**config.mk**
```make
export PLATFORM = sky130hd
export DESIGN_NAME = tse_timer_status
export DESIGN_NICKNAME = d
export VERILOG_FILES = /design/src/hdl/tse_pkg.sv /design/src/hdl/tse_timer_status.sv
export SDC_FILE = /design/constraint.sdc
export NUM_CORES = 1
export LEC_CHECK = 0
export ABC_AREA = 1
export BUFFER_PORTS_ARGS = -buffer_cell sky130_fd_sc_hd__buf_4
export CAP_MARGIN = 15
export CORE_MARGIN = 2
export CORE_UTILIZATION = 30
export CTS_BUF_LIST = sky130_fd_sc_hd__clkbuf_8
export DETAILED_ROUTE_END_ITERATION = 10
export SYNTH_ARGS = -nofsm -noshare
export SYNTH_HDL_FRONTEND = slang
export SYNTH_SLANG_ARGS = --single-unit
export TNS_END_PERCENT = 10
```
**constraint.sdc**
```tcl
create_clock -name core_clk -period 5.15 [get_ports core_clk]
set_input_delay 0.2575 -clock core_clk [delete_from_list [all_inputs] [get_ports core_clk]]
set_output_delay 0.2575 -clock core_clk [all_outputs]
set_load 0.01 [all_outputs]
```
**src/hdl/tse_pkg.sv**
```systemverilog
package tse_pkg;

  // ---------------------------------------------------------------
  // Register byte offsets
  // ---------------------------------------------------------------
  localparam logic [7:0] TSE_CTRL_OFS     = 8'h00;
  localparam logic [7:0] TSE_ENABLE_OFS   = 8'h0c;
  localparam logic [7:0] TSE_STATUS_OFS   = 8'h10;
  localparam logic [7:0] TSE_EVGEN_OFS    = 8'h14;
  localparam logic [7:0] TSE_CHMODE_OFS   = 8'h18;
  localparam logic [7:0] TSE_COUNT_OFS    = 8'h24;
  localparam logic [7:0] TSE_PRESC_OFS    = 8'h28;
  localparam logic [7:0] TSE_RELOAD_OFS   = 8'h2c;
  localparam logic [7:0] TSE_CH1_OFS      = 8'h34;
  localparam logic [7:0] TSE_IRQ_STAT_OFS = 8'h40;
  localparam logic [7:0] TSE_IRQ_MASK_OFS = 8'h44;

  // ---------------------------------------------------------------
  // Field positions
  // ---------------------------------------------------------------
  localparam int TSE_CTRL_EN_BIT      = 0;
  localparam int TSE_CTRL_INHIBIT_BIT = 1;
  localparam int TSE_CTRL_SRC_BIT     = 2;
  localparam int TSE_CTRL_MODE_LSB    = 4;
  localparam int TSE_EN_UIE_BIT       = 0;
  localparam int TSE_EN_CH1IE_BIT     = 1;
  localparam int TSE_EN_UDE_BIT       = 8;
  localparam int TSE_EN_CH1DE_BIT     = 9;
  localparam int TSE_ST_UPD_BIT       = 0;
  localparam int TSE_ST_CH1_BIT       = 1;
  localparam int TSE_ST_OVC_BIT       = 9;
  localparam int TSE_EG_UPD_BIT       = 0;
  localparam int TSE_EG_CH1_BIT       = 1;
  localparam int TSE_CHM_SEL_LSB      = 0;
  localparam int TSE_IRQ_UPD_BIT      = 0;
  localparam int TSE_IRQ_CH1_BIT      = 1;
  localparam int TSE_IRQ_OVC_BIT      = 2;

  // ---------------------------------------------------------------
  // Widths and reset values
  // ---------------------------------------------------------------
  localparam int          TSE_CNT_W      = 16;
  localparam int          TSE_IRQ_W      = 3;
  localparam logic [15:0] TSE_CNT_RST    = 16'h0000;
  localparam logic [15:0] TSE_PRESC_RST  = 16'h0000;
  localparam logic [15:0] TSE_RELOAD_RST = 16'hffff;
  localparam logic [15:0] TSE_CH1_RST    = 16'h0000;
  localparam logic [2:0]  TSE_IRQ_RST    = 3'h0;

  typedef enum logic [1:0] {
    TSE_CNT_UP,
    TSE_CNT_DOWN,
    TSE_CNT_CENTRE,
    TSE_CNT_HOLD
  } tse_cnt_mode_t;

  typedef struct packed {
    logic          counter_enable;
    logic          update_inhibit;
    logic          update_source_select;
    tse_cnt_mode_t mode;
  } tse_ctrl_t;

  typedef struct packed {
    logic ude;
    logic ch1_dma_enable;
    logic update_irq_enable;
    logic ch1_irq_enable;
  } tse_enable_t;

  typedef struct packed {
    logic [7:0] addr;
    logic       write;
  } tse_aphase_t;

  typedef enum logic [1:0] {
    TSE_BUS_IDLE,
    TSE_BUS_WRITE,
    TSE_BUS_READ_WAIT,
    TSE_BUS_READ_DATA
  } tse_bus_state_t;

endpackage

```
**src/hdl/tse_timer_status.sv**
```systemverilog
// The AHB-Lite interface to the registers was left to the implementer.
`timescale 1ns/1ps
`default_nettype none

module tse_timer_status
  import tse_pkg::*;
(
  input  wire logic        core_clk,
  input  wire logic        sys_rst,
  input  wire logic        hsel,
  input  wire logic [31:0] haddr,
  input  wire logic [1:0]  htrans,
  input  wire logic        hwrite,
  input  wire logic [2:0]  hsize,
  input  wire logic [31:0] hwdata,
  input  wire logic        hready,
  output logic             hreadyout,
  output logic             hresp,
  output logic [31:0]      hrdata,
  input  wire logic        capture_pulse,
  input  wire logic        trigger_reinit,
  output logic [15:0]      counter_value,
  output logic             update_event,
  output logic             update_irq_req,
  output logic             ch1_irq_req,
  output logic             update_dma_req,
  output logic             ch1_dma_req,
  output logic             irq
);

  // -----------------------------------------------------------------
  // Helpers
  // -----------------------------------------------------------------
  // Set wins over clear so an event in the clearing cycle is kept.
  function automatic logic flag_next(input logic q, input logic set, input logic clr);
    flag_next = set | (q & ~clr);
  endfunction

  // -----------------------------------------------------------------
  // AHB-Lite slave
  // -----------------------------------------------------------------
  tse_bus_state_t bus_q;
  tse_bus_state_t bus_d;
  tse_aphase_t    aph_q;
  logic [31:0]    hrdata_q;
  logic [31:0]    rdata;

  wire accept  = hsel & htrans[1] & hready;
  wire wr_en   = (bus_q == TSE_BUS_WRITE);
  wire rd_fire = (bus_q == TSE_BUS_READ_WAIT);

  // Reads take one wait state so the returned word includes any write just before it.
  assign hreadyout = (bus_q != TSE_BUS_READ_WAIT);
  assign hresp     = 1'b0;
  assign hrdata    = hrdata_q;

  always_comb begin
    bus_d = TSE_BUS_IDLE;
    case (bus_q)
      TSE_BUS_READ_WAIT: begin
        bus_d = TSE_BUS_READ_DATA;
      end
      default: begin
        if (accept) begin
          bus_d = hwrite ? TSE_BUS_WRITE : TSE_BUS_READ_WAIT;
        end
      end
    endcase
  end

  always_ff @(posedge core_clk) begin
    if (sys_rst) begin
      bus_q <= TSE_BUS_IDLE;
      aph_q <= '0;
    end else begin
      bus_q <= bus_d;
      if (accept && hreadyout) begin
        aph_q <= '{addr: haddr[7:0], write: hwrite};
      end
    end
  end

  wire wr_ctrl   = wr_en && (aph_q.addr == TSE_CTRL_OFS);
  wire wr_enable = wr_en && (aph_q.addr == TSE_ENABLE_OFS);
  wire wr_status = wr_en && (aph_q.addr == TSE_STATUS_OFS);
  wire wr_evgen  = wr_en && (aph_q.addr == TSE_EVGEN_OFS);
  wire wr_chmode = wr_en && (aph_q.addr == TSE_CHMODE_OFS);
  wire wr_count  = wr_en && (aph_q.addr == TSE_COUNT_OFS);
  wire wr_presc  = wr_en && (aph_q.addr == TSE_PRESC_OFS);
  wire wr_reload = wr_en && (aph_q.addr == TSE_RELOAD_OFS);
  wire wr_ch1    = wr_en && (aph_q.addr == TSE_CH1_OFS);
  wire wr_mask   = wr_en && (aph_q.addr == TSE_IRQ_MASK_OFS);
  wire rd_ch1    = rd_fire && (aph_q.addr == TSE_CH1_OFS);
  wire rd_irq    = rd_fire && (aph_q.addr == TSE_IRQ_STAT_OFS);

  // -----------------------------------------------------------------
  // Configuration registers
  // -----------------------------------------------------------------
  tse_ctrl_t      ctrl_q;
  tse_enable_t    en_q;
  logic [1:0]     chsel_q;
  logic [15:0]    presc_q;
  logic [15:0]    reload_q;
  logic [TSE_IRQ_W-1:0] irq_mask_q;

  always_ff @(posedge core_clk) begin
    if (sys_rst) begin
      ctrl_q     <= '{counter_enable: 1'b0, update_inhibit: 1'b0,
                      update_source_select: 1'b0, mode: TSE_CNT_UP};
      en_q       <= '0;
      chsel_q    <= 2'h0;
      presc_q    <= TSE_PRESC_RST;
      reload_q   <= TSE_RELOAD_RST;
      irq_mask_q <= TSE_IRQ_RST;
    end else begin
      if (wr_ctrl) begin
        ctrl_q <= '{counter_enable:       hwdata[TSE_CTRL_EN_BIT],
                    update_inhibit:       hwdata[TSE_CTRL_INHIBIT_BIT],
                    update_source_select: hwdata[TSE_CTRL_SRC_BIT],
                    mode: tse_cnt_mode_t'(hwdata[TSE_CTRL_MODE_LSB +: 2])};
      end
      if (wr_enable) begin
        en_q <= '{ude:               hwdata[TSE_EN_UDE_BIT],
                  ch1_dma_enable:    hwdata[TSE_EN_CH1DE_BIT],
                  update_irq_enable: hwdata[TSE_EN_UIE_BIT],
                  ch1_irq_enable:    hwdata[TSE_EN_CH1IE_BIT]};
      end
      if (wr_chmode) begin
        chsel_q <= hwdata[TSE_CHM_SEL_LSB +: 2];
      end
      if (wr_presc) begin
        presc_q <= hwdata[15:0];
      end
      if (wr_reload) begin
        reload_q <= hwdata[15:0];
      end
      if (wr_mask) begin
        irq_mask_q <= hwdata[TSE_IRQ_W-1:0];
      end
    end
  end

  wire in_mode  = (chsel_q != 2'h0);
  wire out_mode = ~in_mode;

  // -----------------------------------------------------------------
  // Software events
  // -----------------------------------------------------------------
  // Force bits are never stored: a written one is a single-cycle pulse, so they
  // read back as zero and a written zero has no effect.
  wire force_upd = wr_evgen & hwdata[TSE_EG_UPD_BIT];
  wire force_ch1 = wr_evgen & hwdata[TSE_EG_CH1_BIT];

  // -----------------------------------------------------------------
  // Prescaler and counter
  // -----------------------------------------------------------------
  logic [15:0] psc_cnt_q;
  logic [15:0] cnt_q;
  logic [15:0] cnt_adv;
  logic        dir_down_q;
  logic        dir_down_adv;
  logic        wrap;

  wire tick   = ctrl_q.counter_enable & (psc_cnt_q == presc_q);
  wire reinit = force_upd | trigger_reinit;
  wire ovf    = tick & wrap;

  always_comb begin
    cnt_adv      = cnt_q;
    dir_down_adv = dir_down_q;
    wrap         = 1'b0;
    case (ctrl_q.mode)
      TSE_CNT_UP: begin
        wrap    = (cnt_q == reload_q);
        cnt_adv = wrap ? TSE_CNT_RST : cnt_q + 16'h0001;
      end
      TSE_CNT_DOWN: begin
        wrap    = (cnt_q == 16'h0000);
        cnt_adv = wrap ? reload_q : cnt_q - 16'h0001;
      end
      TSE_CNT_CENTRE: begin
        if (!dir_down_q) begin
          wrap         = (cnt_q >= reload_q);
          dir_down_adv = wrap;
          cnt_adv      = wrap ? ((cnt_q == 16'h0000) ? cnt_q : cnt_q - 16'h0001)
                              : cnt_q + 16'h0001;
        end else begin
          wrap         = (cnt_q == 16'h0000);
          dir_down_adv = ~wrap;
          cnt_adv      = wrap ? cnt_q + 16'h0001 : cnt_q - 16'h0001;
        end
      end
      default: begin
        cnt_adv = cnt_q;
      end
    endcase
  end

  // Inhibit masks every source; source select narrows only the flag and requests.
  wire uev     = ~ctrl_q.update_inhibit & (ovf | reinit);
  wire upd_set = ~ctrl_q.update_inhibit &
                 (ovf | (~ctrl_q.update_source_select & reinit));

  wire [15:0] cnt_init = (ctrl_q.mode == TSE_CNT_DOWN) ? reload_q : TSE_CNT_RST;

  always_ff @(posedge core_clk) begin
    if (sys_rst) begin
      psc_cnt_q  <= 16'h0000;
      cnt_q      <= TSE_CNT_RST;
      dir_down_q <= 1'b0;
    end else begin
      if (reinit || uev || tick) begin
        psc_cnt_q <= 16'h0000;
      end else if (ctrl_q.counter_enable) begin
        psc_cnt_q <= psc_cnt_q + 16'h0001;
      end
      if (wr_count) begin
        cnt_q <= hwdata[15:0];
      end else if (reinit) begin
        cnt_q      <= cnt_init;
        dir_down_q <= 1'b0;
      end else if (tick) begin
        cnt_q      <= cnt_adv;
        dir_down_q <= dir_down_adv;
      end
    end
  end

  // -----------------------------------------------------------------
  // Channel 1 compare and capture
  // -----------------------------------------------------------------
  logic [15:0] ch1_q;
  logic        upd_flag_q;
  logic        ch1_flag_q;
  logic        ovc_flag_q;

  wire cmp_hit = out_mode & tick & ~reinit & (cnt_adv == ch1_q);
  wire cap_now = in_mode & (capture_pulse | force_ch1);
  wire ch1_set = cmp_hit | (out_mode & force_ch1) | cap_now;
  wire ovc_set = cap_now & ch1_flag_q;

  // A write of one keeps the flag; a written zero clears it, and a read of the channel 1 register also clears the channel 1 flag.
  wire upd_clr = wr_status & ~hwdata[TSE_ST_UPD_BIT];
  wire ch1_clr = (wr_status & ~hwdata[TSE_ST_CH1_BIT]) | rd_ch1;
  wire ovc_clr = wr_status & ~hwdata[TSE_ST_OVC_BIT];

  always_ff @(posedge core_clk) begin
    if (sys_rst) begin
      ch1_q      <= TSE_CH1_RST;
      upd_flag_q <= 1'b0;
      ch1_flag_q <= 1'b0;
      ovc_flag_q <= 1'b0;
    end else begin
      if (cap_now) begin
        ch1_q <= cnt_q;
      end else if (wr_ch1 && out_mode) begin
        ch1_q <= hwdata[15:0];
      end
      upd_flag_q <= flag_next(upd_flag_q, upd_set, upd_clr);
      ch1_flag_q <= flag_next(ch1_flag_q, ch1_set, ch1_clr);
      ovc_flag_q <= flag_next(ovc_flag_q, ovc_set, ovc_clr);
    end
  end

  // -----------------------------------------------------------------
  // Requests and interrupt summary
  // -----------------------------------------------------------------
  logic [TSE_IRQ_W-1:0] irq_stat_q;
  logic                 uev_q;
  logic                 upd_dma_q;
  logic                 ch1_dma_q;
  wire  [TSE_IRQ_W-1:0] irq_evt = {ovc_set, ch1_set, upd_set};

  always_ff @(posedge core_clk) begin
    if (sys_rst) begin
      irq_stat_q <= TSE_IRQ_RST;
      uev_q      <= 1'b0;
      upd_dma_q  <= 1'b0;
      ch1_dma_q  <= 1'b0;
    end else begin
      irq_stat_q <= irq_evt | (irq_stat_q & {TSE_IRQ_W{~rd_irq}});
      uev_q      <= uev;
      upd_dma_q  <= upd_set & en_q.ude;
      ch1_dma_q  <= ch1_set & en_q.ch1_dma_enable;
    end
  end

  assign counter_value  = cnt_q;
  assign update_event   = uev_q;
  assign update_irq_req = en_q.update_irq_enable & upd_flag_q;
  assign ch1_irq_req    = en_q.ch1_irq_enable & ch1_flag_q;
  assign update_dma_req = upd_dma_q;
  assign ch1_dma_req    = ch1_dma_q;
  assign irq            = |(irq_stat_q & irq_mask_q);

  // -----------------------------------------------------------------
  // Read mux
  // -----------------------------------------------------------------
  always_comb begin
    rdata = 32'h0000_0000;
    if (aph_q.addr == TSE_CTRL_OFS) begin
      rdata[TSE_CTRL_EN_BIT]         = ctrl_q.counter_enable;
      rdata[TSE_CTRL_INHIBIT_BIT]    = ctrl_q.update_inhibit;
      rdata[TSE_CTRL_SRC_BIT]        = ctrl_q.update_source_select;
      rdata[TSE_CTRL_MODE_LSB +: 2]  = ctrl_q.mode;
    end else if (aph_q.addr == TSE_ENABLE_OFS) begin
      rdata[TSE_EN_UIE_BIT]   = en_q.update_irq_enable;
      rdata[TSE_EN_CH1IE_BIT] = en_q.ch1_irq_enable;
      rdata[TSE_EN_UDE_BIT]   = en_q.ude;
      rdata[TSE_EN_CH1DE_BIT] = en_q.ch1_dma_enable;
    end else if (aph_q.addr == TSE_STATUS_OFS) begin
      rdata[TSE_ST_UPD_BIT] = upd_flag_q;
      rdata[TSE_ST_CH1_BIT] = ch1_flag_q;
      rdata[TSE_ST_OVC_BIT] = ovc_flag_q;
    end else if (aph_q.addr == TSE_CHMODE_OFS) begin
      rdata[TSE_CHM_SEL_LSB +: 2] = chsel_q;
    end else if (aph_q.addr == TSE_COUNT_OFS) begin
      rdata[15:0] = cnt_q;
    end else if (aph_q.addr == TSE_PRESC_OFS) begin
      rdata[15:0] = presc_q;
    end else if (aph_q.addr == TSE_RELOAD_OFS) begin
      rdata[15:0] = reload_q;
    end else if (aph_q.addr == TSE_CH1_OFS) begin
      rdata[15:0] = ch1_q;
    end else if (aph_q.addr == TSE_IRQ_STAT_OFS) begin
      rdata[TSE_IRQ_W-1:0] = irq_stat_q;
    end else if (aph_q.addr == TSE_IRQ_MASK_OFS) begin
      rdata[TSE_IRQ_W-1:0] = irq_mask_q;
    end
  end

  always_ff @(posedge core_clk) begin
    if (sys_rst) begin
      hrdata_q <= 32'h0000_0000;
    end else if (rd_fire) begin
      hrdata_q <= rdata;
    end
  end

endmodule

`default_nettype wire

```
# ---- Word-level counts from Yosys, hierarchy flattened
# Cells that the tools add are included.
dict set report word_totals {
  ff_bits 130
  in_bits 76
  out_inout_bits 56
  wordCells 173
}
dict set report classes {
  add_sub_neg 3
  magnitude_cmp 1
  eq_ne 18
  mux 47
  bitwise_logic 51
  reduce_logical 27
}
# operator n
set ops {}
lappend ops {{$mux W16} 19}
lappend ops {{$eq A16 B16 Y1} 3}
lappend ops {{$pmux W16 S3} 1}
lappend ops {{$add A16 B1 Y16 const B} 2}
lappend ops {{$eq A8 B6 Y1 const B} 4}
lappend ops {{$and A1 B1 Y1} 25}
lappend ops {{$eq A8 B5 Y1 const B} 3}
lappend ops {{$mux W6} 3}
lappend ops {{$eq A8 B7 Y1 const B} 2}
lappend ops {{$ge A16 B16 Y1} 1}
lappend ops {{$logic_not A16 Y1} 1}
lappend ops {{$mux W2} 8}
lappend ops {{$sub A16 B1 Y16 const B} 1}
lappend ops {{$logic_and A1 B1 Y1} 14}
lappend ops {{$mux W14} 1}
lappend ops {{$mux W13} 1}
lappend ops {{$not A1 Y1} 13}
lappend ops {{$mux W3} 4}
lappend ops {{$mux W10} 1}
lappend ops {{$or A1 B1 Y1} 10}
lappend ops {{$eq A8 B4 Y1 const B} 1}
lappend ops {{$logic_not A8 Y1} 1}
lappend ops {{$reduce_bool A2 Y1} 4}
lappend ops {{$mux W1} 7}
lappend ops {{other kinds (13)} 17}

# ---- Depth between registers and ports, before layout
# Gate-level depths: netlist of the first run.
dict set report logic_depth {
  depth_word 15
  ltp_mapped 26
  mapped_depth_nobuf 25
}

# ---- Worst setup path before layout of the first run
# OpenSTA, ideal clock, no wires.
dict set report synth_path {
  path_type {register to register}
  start {register cnt_q[0], in the netlist counter_value[0]}
  end {register ch1_flag_q}
  setup_ps 56
  arrival_ps 2493
  required_time_ps 5094
  slack_ps 2601
  stages_incl_launch_ff 22
  n_path_buf 0
  synth_period_minus_slack_ps 2549
  path_cell_list {dfxtp_1 > inv_1 > ha_1 > nand3_1 > nor2_2 > nand3_4 > inv_1 > ha_1 > o31ai_1 > nand3b_1 > nand2_1 > nand2_1 > nand2_1 > nand3_1 > nand3_1 > nor2_1 > nand2_1 > nor2_2 > nand3_2 > nand3_1 > nand2_1 > inv_1}
}
dict set report synth_via {
  elab_chain_cells 10
  word_cells_on_any_way 17
  classes_between {add/sub: 2; order compare: 1; eq/ne: 2; mux: 7; bitwise: 4; reduce/logical: 1}
}
# element line
set synth_lines {}
lappend synth_lines {{from (decl)} tse_timer_status.sv:158} ;# logic [15:0] cnt_q;
lappend synth_lines {{from (signal assigned)} tse_timer_status.sv:218} ;# cnt_q <= hwdata[15:0];
lappend synth_lines {{from (signal assigned)} tse_timer_status.sv:220} ;# cnt_q <= cnt_init;
lappend synth_lines {{from (signal assigned)} tse_timer_status.sv:223} ;# cnt_q <= cnt_adv;
lappend synth_lines {{$sub A16 B1 Y16 or $logic_not A16 Y1 (tied branches)} -}
lappend synth_lines {{$mux W16 (2 in a row)} tse_timer_status.sv:185} ;# cnt_adv = wrap ? ((cnt_q == 16'h0000) ? cnt_q : cnt_q - 16'h0001)
lappend synth_lines {{$mux W16} tse_timer_status.sv:182} ;# if (!dir_down_q) begin
lappend synth_lines {{$pmux W16 S3 (*)} tse_timer_status.sv:172} ;# case (ctrl_q.mode)
lappend synth_lines {{$eq A16 B16 Y1 (*)} tse_timer_status.sv:237} ;# wire cmp_hit = out_mode & tick & ~reinit & (cnt_adv == ch1_q);
lappend synth_lines {{$and A1 B1 Y1 (*)} tse_timer_status.sv:237}
lappend synth_lines {{$or A1 B1 Y1 (*) (2 in a row)} tse_timer_status.sv:239} ;# wire ch1_set = cmp_hit | (out_mode & force_ch1) | cap_now;
lappend synth_lines {{$or A1 B1 Y1 (*)} tse_timer_status.sv:36} ;# flag_next = set | (q & ~clr);
lappend synth_lines {{to (signal assigned)} tse_timer_status.sv:260} ;# ch1_flag_q <= flag_next(ch1_flag_q, ch1_set, ch1_clr);
lappend synth_lines {{to (decl)} tse_timer_status.sv:234} ;# logic ch1_flag_q;
# Every way passes the cells marked *; elsewhere a longest branch is shown, timed or not.
# A chain may end at the register's enable or synchronous reset.

# ---- Worst setup path after layout of the first run
# Same ends and word-level chain as after synthesis.

==> results.py, run 1 <==
metrics = {
    "placed_design": {
        "gp_congestion": 0.928,
        "place_inst": 1835,
        "port_buffers": 70,
        "dp_hpwl_mm": 24.3,
        "dpl_worst_slack_ns": 1.59,
    },
    "final_layout": {
        "final_nets": 1559,
        "drive_above_1_share": 0.128,
        "multi_input_area_um2": 5570,
        "fill_cells": 3289,
        "seq_area_um2": 2600,
        "area_growth_pct": 12.3,
        "antenna_cells": 0,
        "final_cell_count_no_fill": 1869,
    },
    "routing": {
        "route.detailed.drc": 0,
        "antenna_left": 0,
        "vias": 9827,
        "wire_per_inst_um": 17.5,
        "drtIter0Drc": 906,
        "post_drt_via_cell_ratio": 5.26,
        "wirelength_mm": 32.7,
        "dr.pass1.iters": 6,
    },
    "timing": {
        "holdWs_ns": 0.0246,
        "fin_crit_sh": 0.720,
        "clock_skew_ns": 0.0181,
        "max_freq_ghz": 0.270,
        "setup_ws_ns": 1.44,
        "rsz0062_at_grt": "no",
        "worst_pin_slew_ns": 1.08,
        "finalCriticalPeriod_ns": 3.71,
        "slew_viol_final": 0,
        "hold_violations": 0,
        "setup-tns-final_ns": 0,
        "max_slew_margin": 0.279,
        "setup_viol": 0,
    },
    "clock_tree": {
        "post_cts_resized": 0,
        "cts.clk_slew.worst_paths_ns": 0.08,
        "cts_tree": "built",
        "max-clock-path-buffers": 2,
        "insertion_delay_ns": 0.47,
        "htree_num_levels": 4,
        "postCtsSetupRepairBufs": 0,
        "cts.sinks": 130,
        "cts-root-buf": "clkbuf_8",
        "numCtsBuffers": 17,
    },
    "floorplan": {
        "design.die.area_um2": 32000,
        "core_um2": 30300,
        "rows": 64,
        "die_w_um": 179,
        "initial_core_util": 0.302,
        "io_pins": 132,
        "die_y_um": 179,
    },
    "pwr": {
        "p_per_area_nw_per_um2": 229,
        "p_leak_nw": 4.56,
        "ir_drop_uv": 160,
    },
    "synth": {
        "synth_edf_count": 0,
        "netlist_area_um2": 9170,
        "synth-seq-cells": 130,
        "yosysWarnings": 0,
        "syn_area_per_cell_um2": 6.44,
        "yosysSeqAreaShare": 0.284,
        "synth_common_cells": "nand2_1, nor2_1, a21oi_1, inv_1, dfxtp_1",
        "ys_top_cells_by_area": "dfxtp_1, nand2_1, a21oi_1, nor2_1, inv_1",
        "synth_area_leader_cell": "dfxtp_1",
        "synth_cell_type_count": 51,
        "ys_dominant_reg_cell": "dfxtp_1",
        "synth.most_common_cell": "nand2_1",
        "synthArstFlopShare": 0,
        "synth_top_area_share": 0.284,
        "syn_inst": 1424,
    },
    "min_path": {
        "hp-class": "input port to flop",
    },
    "critical_path": {
        "slowest_delay_ns": 0.58,
        "crit_path_end_kind": "flop",
        "start_kind": "flop",
        "crit_required_ns": 5.55,
        "cp.arrival_ns": 4.11,
        "crit_path_max_fanout": 16,
        "cpMostUsedCell": "nand2_1",
        "slowest_stage": "dfxtp_1",
        "crit_type": "flop to flop",
    },
    "flow_run": {
        "max-cap-violations": 0,
    },
    "global_routing": {
        "grt_max_degree": 77,
        "antenna_found_initial": 0,
        "grt_pass1_vias": 9041,
        "overflow": 0,
        "track_usage": 0.205,
        "grt_pass1_wl_mm": 50.5,
    },
    "outcome": {
        "status": "completed",
    },
}
-- cells in the final DEF (no fill, tap or decap), types with 5 or more instances in the layout --
| cell | n |
|---|---|
| nand4_1 | 18 |
| clkbuf_8 | 21 |
| inv_2 | 14 |
| nand2_4 | 7 |
| nor2_1 | 149 |
| nand2_1 | 301 |
| dfxtp_1 | 130 |
| nor2_4 | 13 |
| o2111ai_1 | 15 |
| o22ai_1 | 33 |
| ha_1 | 22 |
| or2_2 | 6 |
| a21oi_1 | 144 |
| conb_1 | 17 |
| a31oi_1 | 11 |
| inv_1 | 145 |
| o21ai_0 | 84 |
| nor4_1 | 5 |
| xnor2_1 | 5 |
| nand3b_1 | 12 |
| nand3_1 | 106 |
| o21ai_1 | 14 |
| o211ai_1 | 9 |
| nor2_2 | 14 |
| xor2_1 | 25 |
| nor3_1 | 16 |
| nand2_2 | 6 |
| buf_4 | 78 |
-- power by group --
part	internal, mW	total, mW	switching [mW]
sequential	1.02	1.04	0.0205
combinational	0.129	0.428	0.299
clock	0.474	0.895	0.421
-- repair_timing --
item,in CTS,in global routing
endpoints found under the hold margin,2,0
setup endpoints to repair,0,0
hold buffers,2,0
-- metal layers --
metal / GRT usage / part of all wire / up-vias
met5: 0 / 0 / -
met4: 0.0657 / 0.022 / 0
met3: 0.0354 / 0.077 / 57
met2: 0.334 / 0.46 / 441
met1: 0.274 / 0.44 / 4556
li1: - / - / 4773
-- cell families after synthesis --
family                     Yosys count  synth area share
adders and majority gates           22            0.0300
buffers and inverters              242             0.117
and+or+nand+nor                    669             0.339
AOI/OAI and AO/OA                  330             0.201
xor gates and xnor gates            30            0.0286
DFF                                130             0.284
other                                1          0.000409
-- final timing paths --
check                                      start          to  slack [ns]  depth (start not counted)
worst max-delay path            counter_value[0]  ch1_flag_q        1.44                         25
worst max register to register  counter_value[0]  ch1_flag_q        1.44                         25
worst min-delay path                    haddr[0]    aph_q[1]        0.02                          3
worst min register to register         hrdata[6]   hrdata[6]        0.47                          2
-- registers in the layout (all words and copies together) (netlist names), 2 cells and up --
name,flops
ch1_q,16
counter_value,16
hrdata,16
presc_q,16
psc_cnt_q,16
reload_q,16
aph_q,8
ctrl_q,5
en_q,4
irq_mask_q,3
irq_stat_q,3
bus_q,2
chsel_q,2
-- area by class of cell --
cell class / count / area share
clock buffer: 21 / 0.0281
clock inverter: 10 / 0.0106
inverter: 163 / 0.0600
multi-input combinational: 1068 / 0.541
sequential: 130 / 0.253
tap: 396 / 0.0481
timing repair buffer: 81 / 0.0599
-- critical path: cells and delay by family (launching register included) --
family / cells / cell delay [ns]
and+or+nand+nor: 20 / 2.23
DFF: 1 / 0.58
buffers and inverters: 4 / 0.55
adders and majority gates: 1 / 0.27
-- per-stage QoR --
step                       util  power [mW]  area [um2]
final                     0.339        2.36       10300
after global routing      0.339        2.45       10300
after CTS                 0.339        2.36       10300
after detailed placement  0.325        1.48        9870
after global placement    0.325        1.47        9870
after floorplan               -        1.36        9230
Power figures use the tool's default switching activity.
==> inputs of run 2 (changes only) <==
clock period = 3.8 ns   (was 5.15 ns; I/O delays follow)
==> run 2 against run 1 <==
  * First-iteration DRC count is 29% higher
  * Non-clock buffer count increased by 43
  * Die area did not move
  * Clock skew is 0.0052 ns lower
  * Wire length about the same
  * Design area rose by 4.0%
  * Flip-flop and latch count unchanged
  * Global-route usage grew 0.15 points
  * Total power grew 43%
  * Clock-buffer cell count rose by 1
  * Maximum frequency is 19% higher
==> results.py, run 2 (synthesis results as in run 1) <==
metrics = {
    "outcome": {
        "status": "completed",
    },
    "placed_design": {
        "port_buffers": 70,
        "gp_congestion": 0.919,
        "dpl_worst_slack_ns": 0.730,
        "dpl_cell_area_um2": 10000,
        "dp_hpwl_mm": 24.9,
        "place_inst": 1860,
    },
    "clock_tree": {
        "cts-root-buf": "clkbuf_8",
        "cts_tree": "built",
        "post_cts_resized": 0,
        "htree_num_levels": 4,
        "cts.sinks": 130,
        "insertion_delay_ns": 0.46,
        "numCtsBuffers": 17,
        "cts.clk_slew.worst_paths_ns": 0.08,
        "max-clock-path-buffers": 2,
    },
    "routing": {
        "wirelength_mm": 32.7,
        "wire_per_inst_um": 17.1,
        "drtIter0Drc": 1171,
        "route.detailed.drc": 0,
        "post_drt_via_cell_ratio": 5.14,
        "antenna_left": 0,
        "dr.pass1.iters": 6,
        "vias": 9834,
    },
    "global_routing": {
        "overflow": 0,
        "grt_pass1_wl_mm": 50.8,
        "track_usage": 0.207,
        "grt_max_degree": 77,
        "antenna_found_initial": 0,
        "grt_pass1_vias": 9093,
    },
    "timing": {
        "fin_crit_sh": 0.817,
        "holdWs_ns": 0.0222,
        "max_slew_margin": 0.391,
        "worst_pin_slew_ns": 0.914,
        "clock_skew_ns": 0.0129,
        "slew_viol_final": 0,
        "finalCriticalPeriod_ns": 3.11,
        "setup_ws_ns": 0.695,
        "hold_violations": 0,
        "rsz0062_at_grt": "no",
        "setup_viol": 0,
        "max_freq_ghz": 0.322,
        "setup-tns-final_ns": 0,
    },
    "floorplan": {
        "design.die.area_um2": 32000,
        "core_um2": 30300,
        "die_y_um": 179,
        "die_w_um": 179,
        "initial_core_util": 0.302,
        "rows": 64,
        "io_pins": 132,
    },
    "final_layout": {
        "final_nets": 1602,
        "final_common_cell": "nand2_1",
        "final_cell_area_um2": 10700,
        "multi_input_area_um2": 5560,
        "antenna_cells": 0,
        "final_cell_count_no_fill": 1912,
        "fill_cells": 3290,
        "seq_area_um2": 2600,
        "drive_above_1_share": 0.141,
        "mostFrequentLayoutCells": "nand2_1, nor2_1, inv_1, a21oi_1, dfxtp_1",
        "utilization": 0.353,
        "area_growth_pct": 16.8,
    },
    "pwr": {
        "finalPower_mw": 3.36,
        "ir_drop_uv": 193,
        "p_per_area_nw_per_um2": 314,
        "p_leak_nw": 4.79,
    },
    "critical_path": {
        "crit_path_end_kind": "flop",
        "slowest_stage": "dfxtp_1",
        "crit_required_ns": 4.20,
        "critPathBufInv": 3,
        "crit_type": "flop to flop",
        "path_cells": "inv_1 > ha_1 > nand2_1 > nor2_1 > nand2_1 > o21ai_2 > nor2_4 > nand2_4 > inv_1 > nand2_1 > nand3_1 > nand3_1 > nand2_1 > nand2_1 > nand2_1 > nand2_1 > nor2_1 > nand3_2 > nand3_1 > nand2_1 > inv_1",
        "crit_path_max_fanout": 16,
        "slowest_delay_ns": 0.43,
        "cp_top_family": "simple AND/OR/NAND/NOR gates",
        "cp.arrival_ns": 3.51,
        "timing.rr.start": "reload_q[15]",
        "start_kind": "flop",
        "critPathLaunch": "reload_q[15]",
        "cpMostUsedCell": "nand2_1",
    },
    "min_path": {
        "hp-start": "hsel",
        "hp-class": "input port to flop",
    },
    "flow_run": {
        "max-cap-violations": 0,
    },
}
==> run 2: path summary, 6_finish.rpt <==
| kind | endpoint | slack, ns | cells after the start |
|---|---|---|---|
| setup / recovery | irq_stat_q[1] | 0.69 | 21 |
| setup reg to reg | irq_stat_q[1] | 0.69 | 21 |
| hold / removal | bus_q[0] | 0.02 | 3 |
| hold reg to reg | update_dma_req | 0.46 | 2 |
==> run 2: metal layers <==
metal  track usage  vias to the layer above  share of wire  routed length, um
li1              -                     4863              -                  -
met5             0                        -              0                  0
met1         0.278                     4518           0.45              14700
met2         0.334                      403           0.45              14800
met4        0.0725                        0          0.026                839
met3        0.0314                       50          0.072               2340
==> run 2: tightest hold or removal path: cells and delay by family <==
family	cells	cell delay, ns
buffers and inverters	1	0.11
AND/OR/NAND/NOR	1	0.08
AO/OA/AOI/OAI	1	0.05
==> run 2: timing repair <==
item,CTS,global route
setup buffers,0,0
endpoints found under the hold margin,21,0
hold buffers,21,0
==> run 2: final cells by class <==
class / instances / share of cell area
Multi-Input combinational cell: 1068 / 0.519
Sequential cell: 130 / 0.243
Timing Repair Buffer: 124 / 0.0918
Inverter: 163 / 0.0577
Tap cell: 396 / 0.0462
Clock buffer: 22 / 0.0283
Clock inverter: 9 / 0.0141
==> run 2: where the power goes <==
part,internal (mW),switching (mW)
clock network,0.797,0.562
logic,0.196,0.417
registers,1.38,0.0146
==> inputs of run 3 (changes only) <==
ABC_AREA = 0   (was 1)
clock period = 3 ns   (was 3.8 ns; I/O delays follow)
==> run 3 against run 2 <==
  * The run now ends with setup timing left
  * Utilization up 7.4 points
  * Highest routed layer unchanged
  * Synthesized area down 4.4%
  * Clock skew up 0.0044 ns
  * Combinational power down 6.4%
  * Critical path depth down 6
  * Via count up 3.3%
==> results.py, run 3 <==
metrics = {
    "timing": {
        "setup_ws_ns": -0.450,
        "hold_violations": 0,
        "setup_viol": 7,
        "worst_pin_slew_ns": 0.849,
        "max_freq_ghz": 0.290,
        "rsz0062_at_grt": "yes",
        "max_slew_margin": 0.433,
        "slew_viol_final": 0,
        "fin_crit_sh": 1.15,
        "clock_skew_ns": 0.0172,
        "holdWs_ns": 0.0296,
        "finalCriticalPeriod_ns": 3.45,
    },
    "final_layout": {
        "final_cell_area_um2": 12300,
        "mostFrequentLayoutCells": "buf_4, nand2_1, dfxtp_1",
        "final_cell_count_no_fill": 1798,
        "final_nets": 1499,
        "antenna_cells": 0,
        "area_growth_pct": 40.1,
        "drive_above_1_share": 0.304,
        "final_common_cell": "buf_4",
    },
    "floorplan": {
        "initial_core_util": 0.305,
        "die_y_um": 175,
        "design.die.area_um2": 30600,
        "core_um2": 28800,
        "rows": 62,
        "die_w_um": 175,
        "io_pins": 132,
    },
    "outcome": {
        "status": "finished, violations left",
        "violations": "setup timing",
    },
    "synth": {
        "yosysWarnings": 0,
        "yosysSeqAreaShare": 0.297,
        "synth-seq-cells": 130,
        "synth.most_common_cell": "dfxtp_1",
        "ys_top_cells_by_area": "dfxtp_1, nand2_1, a21oi_1, nor2_1, a22oi_1",
        "synth_area_leader_cell": "dfxtp_1",
        "synth_cell_type_count": 82,
        "netlist_area_um2": 8770,
        "syn_inst": 1157,
        "synth_edf_count": 0,
        "synth_common_cells": "dfxtp_1, nand2_1, nor2_1",
        "synth_top_area_share": 0.297,
        "syn_area_per_cell_um2": 7.58,
        "synthArstFlopShare": 0,
        "ys_dominant_reg_cell": "dfxtp_1",
    },
    "pwr": {
        "clkPwrFrac": 0.428,
        "finalPower_mw": 4.07,
        "seq_power_share": 0.431,
        "ir_drop_uv": 267,
        "swShare": 0.264,
        "p_per_area_nw_per_um2": 331,
        "intPower_mw": 2.99,
        "switchingPower_mw": 1.08,
        "comb_power_share": 0.141,
        "p_leak_nw": 4.90,
    },
    "critical_path": {
        "r2r_end": "irq_stat_q[1]",
        "crit_type": "flop to flop",
        "crit_path_max_fanout": 3,
        "start_kind": "flop",
        "rrSetupSlack_ns": -0.45,
        "timing.rr.start": "reload_q[7]",
        "cp.arrival_ns": 3.83,
        "crit_path_end_kind": "flop",
        "crit_required_ns": 3.38,
        "rr_worst_depth": 15,
    },
    "placed_design": {
        "dp_hpwl_mm": 28.9,
        "gp_congestion": 1.00,
        "dpl_cell_area_um2": 11100,
        "place_inst": 1737,
        "port_buffers": 70,
    },
    "clock_tree": {
        "htree_num_levels": 4,
        "cts-root-buf": "clkbuf_8",
        "cts.sinks": 130,
        "cts_tree": "built",
        "insertion_delay_ns": 0.45,
        "max-clock-path-buffers": 2,
        "cts.clk_slew.worst_paths_ns": 0.08,
        "numCtsBuffers": 17,
    },
    "routing": {
        "vias": 10161,
        "wirelength_mm": 38.2,
        "antenna_left": 0,
        "wire_per_inst_um": 21.2,
        "post_drt_via_cell_ratio": 5.65,
        "drtIter0Drc": 1078,
        "route.detailed.drc": 0,
        "dr.pass1.iters": 6,
    },
    "global_routing": {
        "track_usage": 0.243,
        "antenna_found_initial": 1,
        "grt_max_degree": 72,
        "overflow": 0,
        "grt_pass1_wl_mm": 57.4,
        "grt_pass1_vias": 9633,
    },
    "min_path": {
        "hp-class": "input port to flop",
        "holdPathStages": 3,
        "hp-start": "hwdata[8]",
        "holdPathEnd": "en_q[3]",
    },
    "flow_run": {
        "max-cap-violations": 0,
    },
}
## run 3: cell types whose count changed after synthesis, sizes merged, moves of 15 or more
cell / before / now
a21oi: 145 / 86
o21ai: 101 / 41
o2111ai: 15 / 0
o22ai: 33 / 3
a221oi: 0 / 21
mux2i: 0 / 17
nand2: 314 / 129
xnor2: 5 / 28
inv: 160 / 36
a22oi: 0 / 51
nor2: 178 / 113
nor4: 5 / 30
clkbuf: 38 / 73
nand3: 112 / 58
## run 3: routing by layer
layer,GRT usage,share of wire,up-vias
met1,0.333,0.44,4849
met4,0.0813,0.027,0
met2,0.389,0.46,484
li1,-,-,4759
met3,0.0381,0.081,69
met5,0,0,-
## run 3: what timing repair did
item | in CTS | in global routing
endpoints found under the hold margin | 29 | 0
cloned | 0 | 0
hold buffers | 22 | 0
endpoints found under the setup margin | 16 | 19
pin swaps | 8 | 28
resized for setup | 18 | 68
setup buffers | 2 | 5
## run 3: metrics by stage
step / TNS (ns) / util / setup slack, ns
global route: -2.26 / 0.427 / -0.535
finish: -1.55 / 0.427 / -0.450
global placement: -2.83 / 0.386 / -0.475
detailed placement: -3.22 / 0.386 / -0.576
CTS: -1.93 / 0.414 / -0.522
floorplan: -0.363 / - / -0.124
## run 3: cells by family (layout without fill, tap and decap cells)
kind of cell	after synthesis	after routing	share of synthesized area
AND/OR/NAND/NOR	450	450	0.254
flip-flops	130	130	0.297
AO/OA/AOI/OAI	338	338	0.267
other	1	17	0.000428
XOR/XNOR	55	55	0.0549
adder cells (fa/ha/maj)	22	22	0.0314
multiplexers	20	20	0.0233
buffers and inverters	141	382	0.0713
## run 3: critical path: stages (launching register included)
cell      delay (ns)
dfxtp_1         0.34
inv_2           0.06
ha_4            0.27
nand4_1         0.17
buf_4           0.20
o41a_1          0.47
buf_6           0.17
a31oi_4         0.14
a21oi_1         0.10
a311oi_2        0.33
xnor2_1         0.13
a211o_1         0.25
nor4_2          0.26
buf_4           0.16
nand4_4         0.13
a31oi_1         0.18
## run 3: worst max path at each step
stage          slack (ns)       endpoint        startpoint
2_1_floorplan       -0.12     ch1_flag_q  counter_value[7]
3_3_place_gp        -0.47     ch1_flag_q      reload_q[13]
3_5_place_dp        -0.58    ch1_dma_req      reload_q[15]
4_1_cts             -0.52     ch1_flag_q       reload_q[7]
5_1_grt             -0.53  irq_stat_q[1]  counter_value[1]
6_report            -0.45  irq_stat_q[1]       reload_q[7]
## run 3: power groups by stage
stage / clock network, mW / logic, mW / registers, mW
final: 1.74 / 0.574 / 1.75
after CTS: 1.77 / 0.543 / 1.75
after detailed placement: 0 / 0.513 / 1.79
after global placement: 0 / 0.515 / 1.79
after global routing: 1.83 / 0.610 / 1.75
after floorplan: 0 / 0.282 / 1.79
## run 3: layout make-up
cell class,instances,area [um2]
Inverter,38,146
Sequential cell,130,2630
Clock inverter,14,213
Clock buffer,18,248
Timing Repair Buffer,312,2460
Tap cell,384,480
Fill cell,2911,16500
Multi-Input combinational cell,902,6120
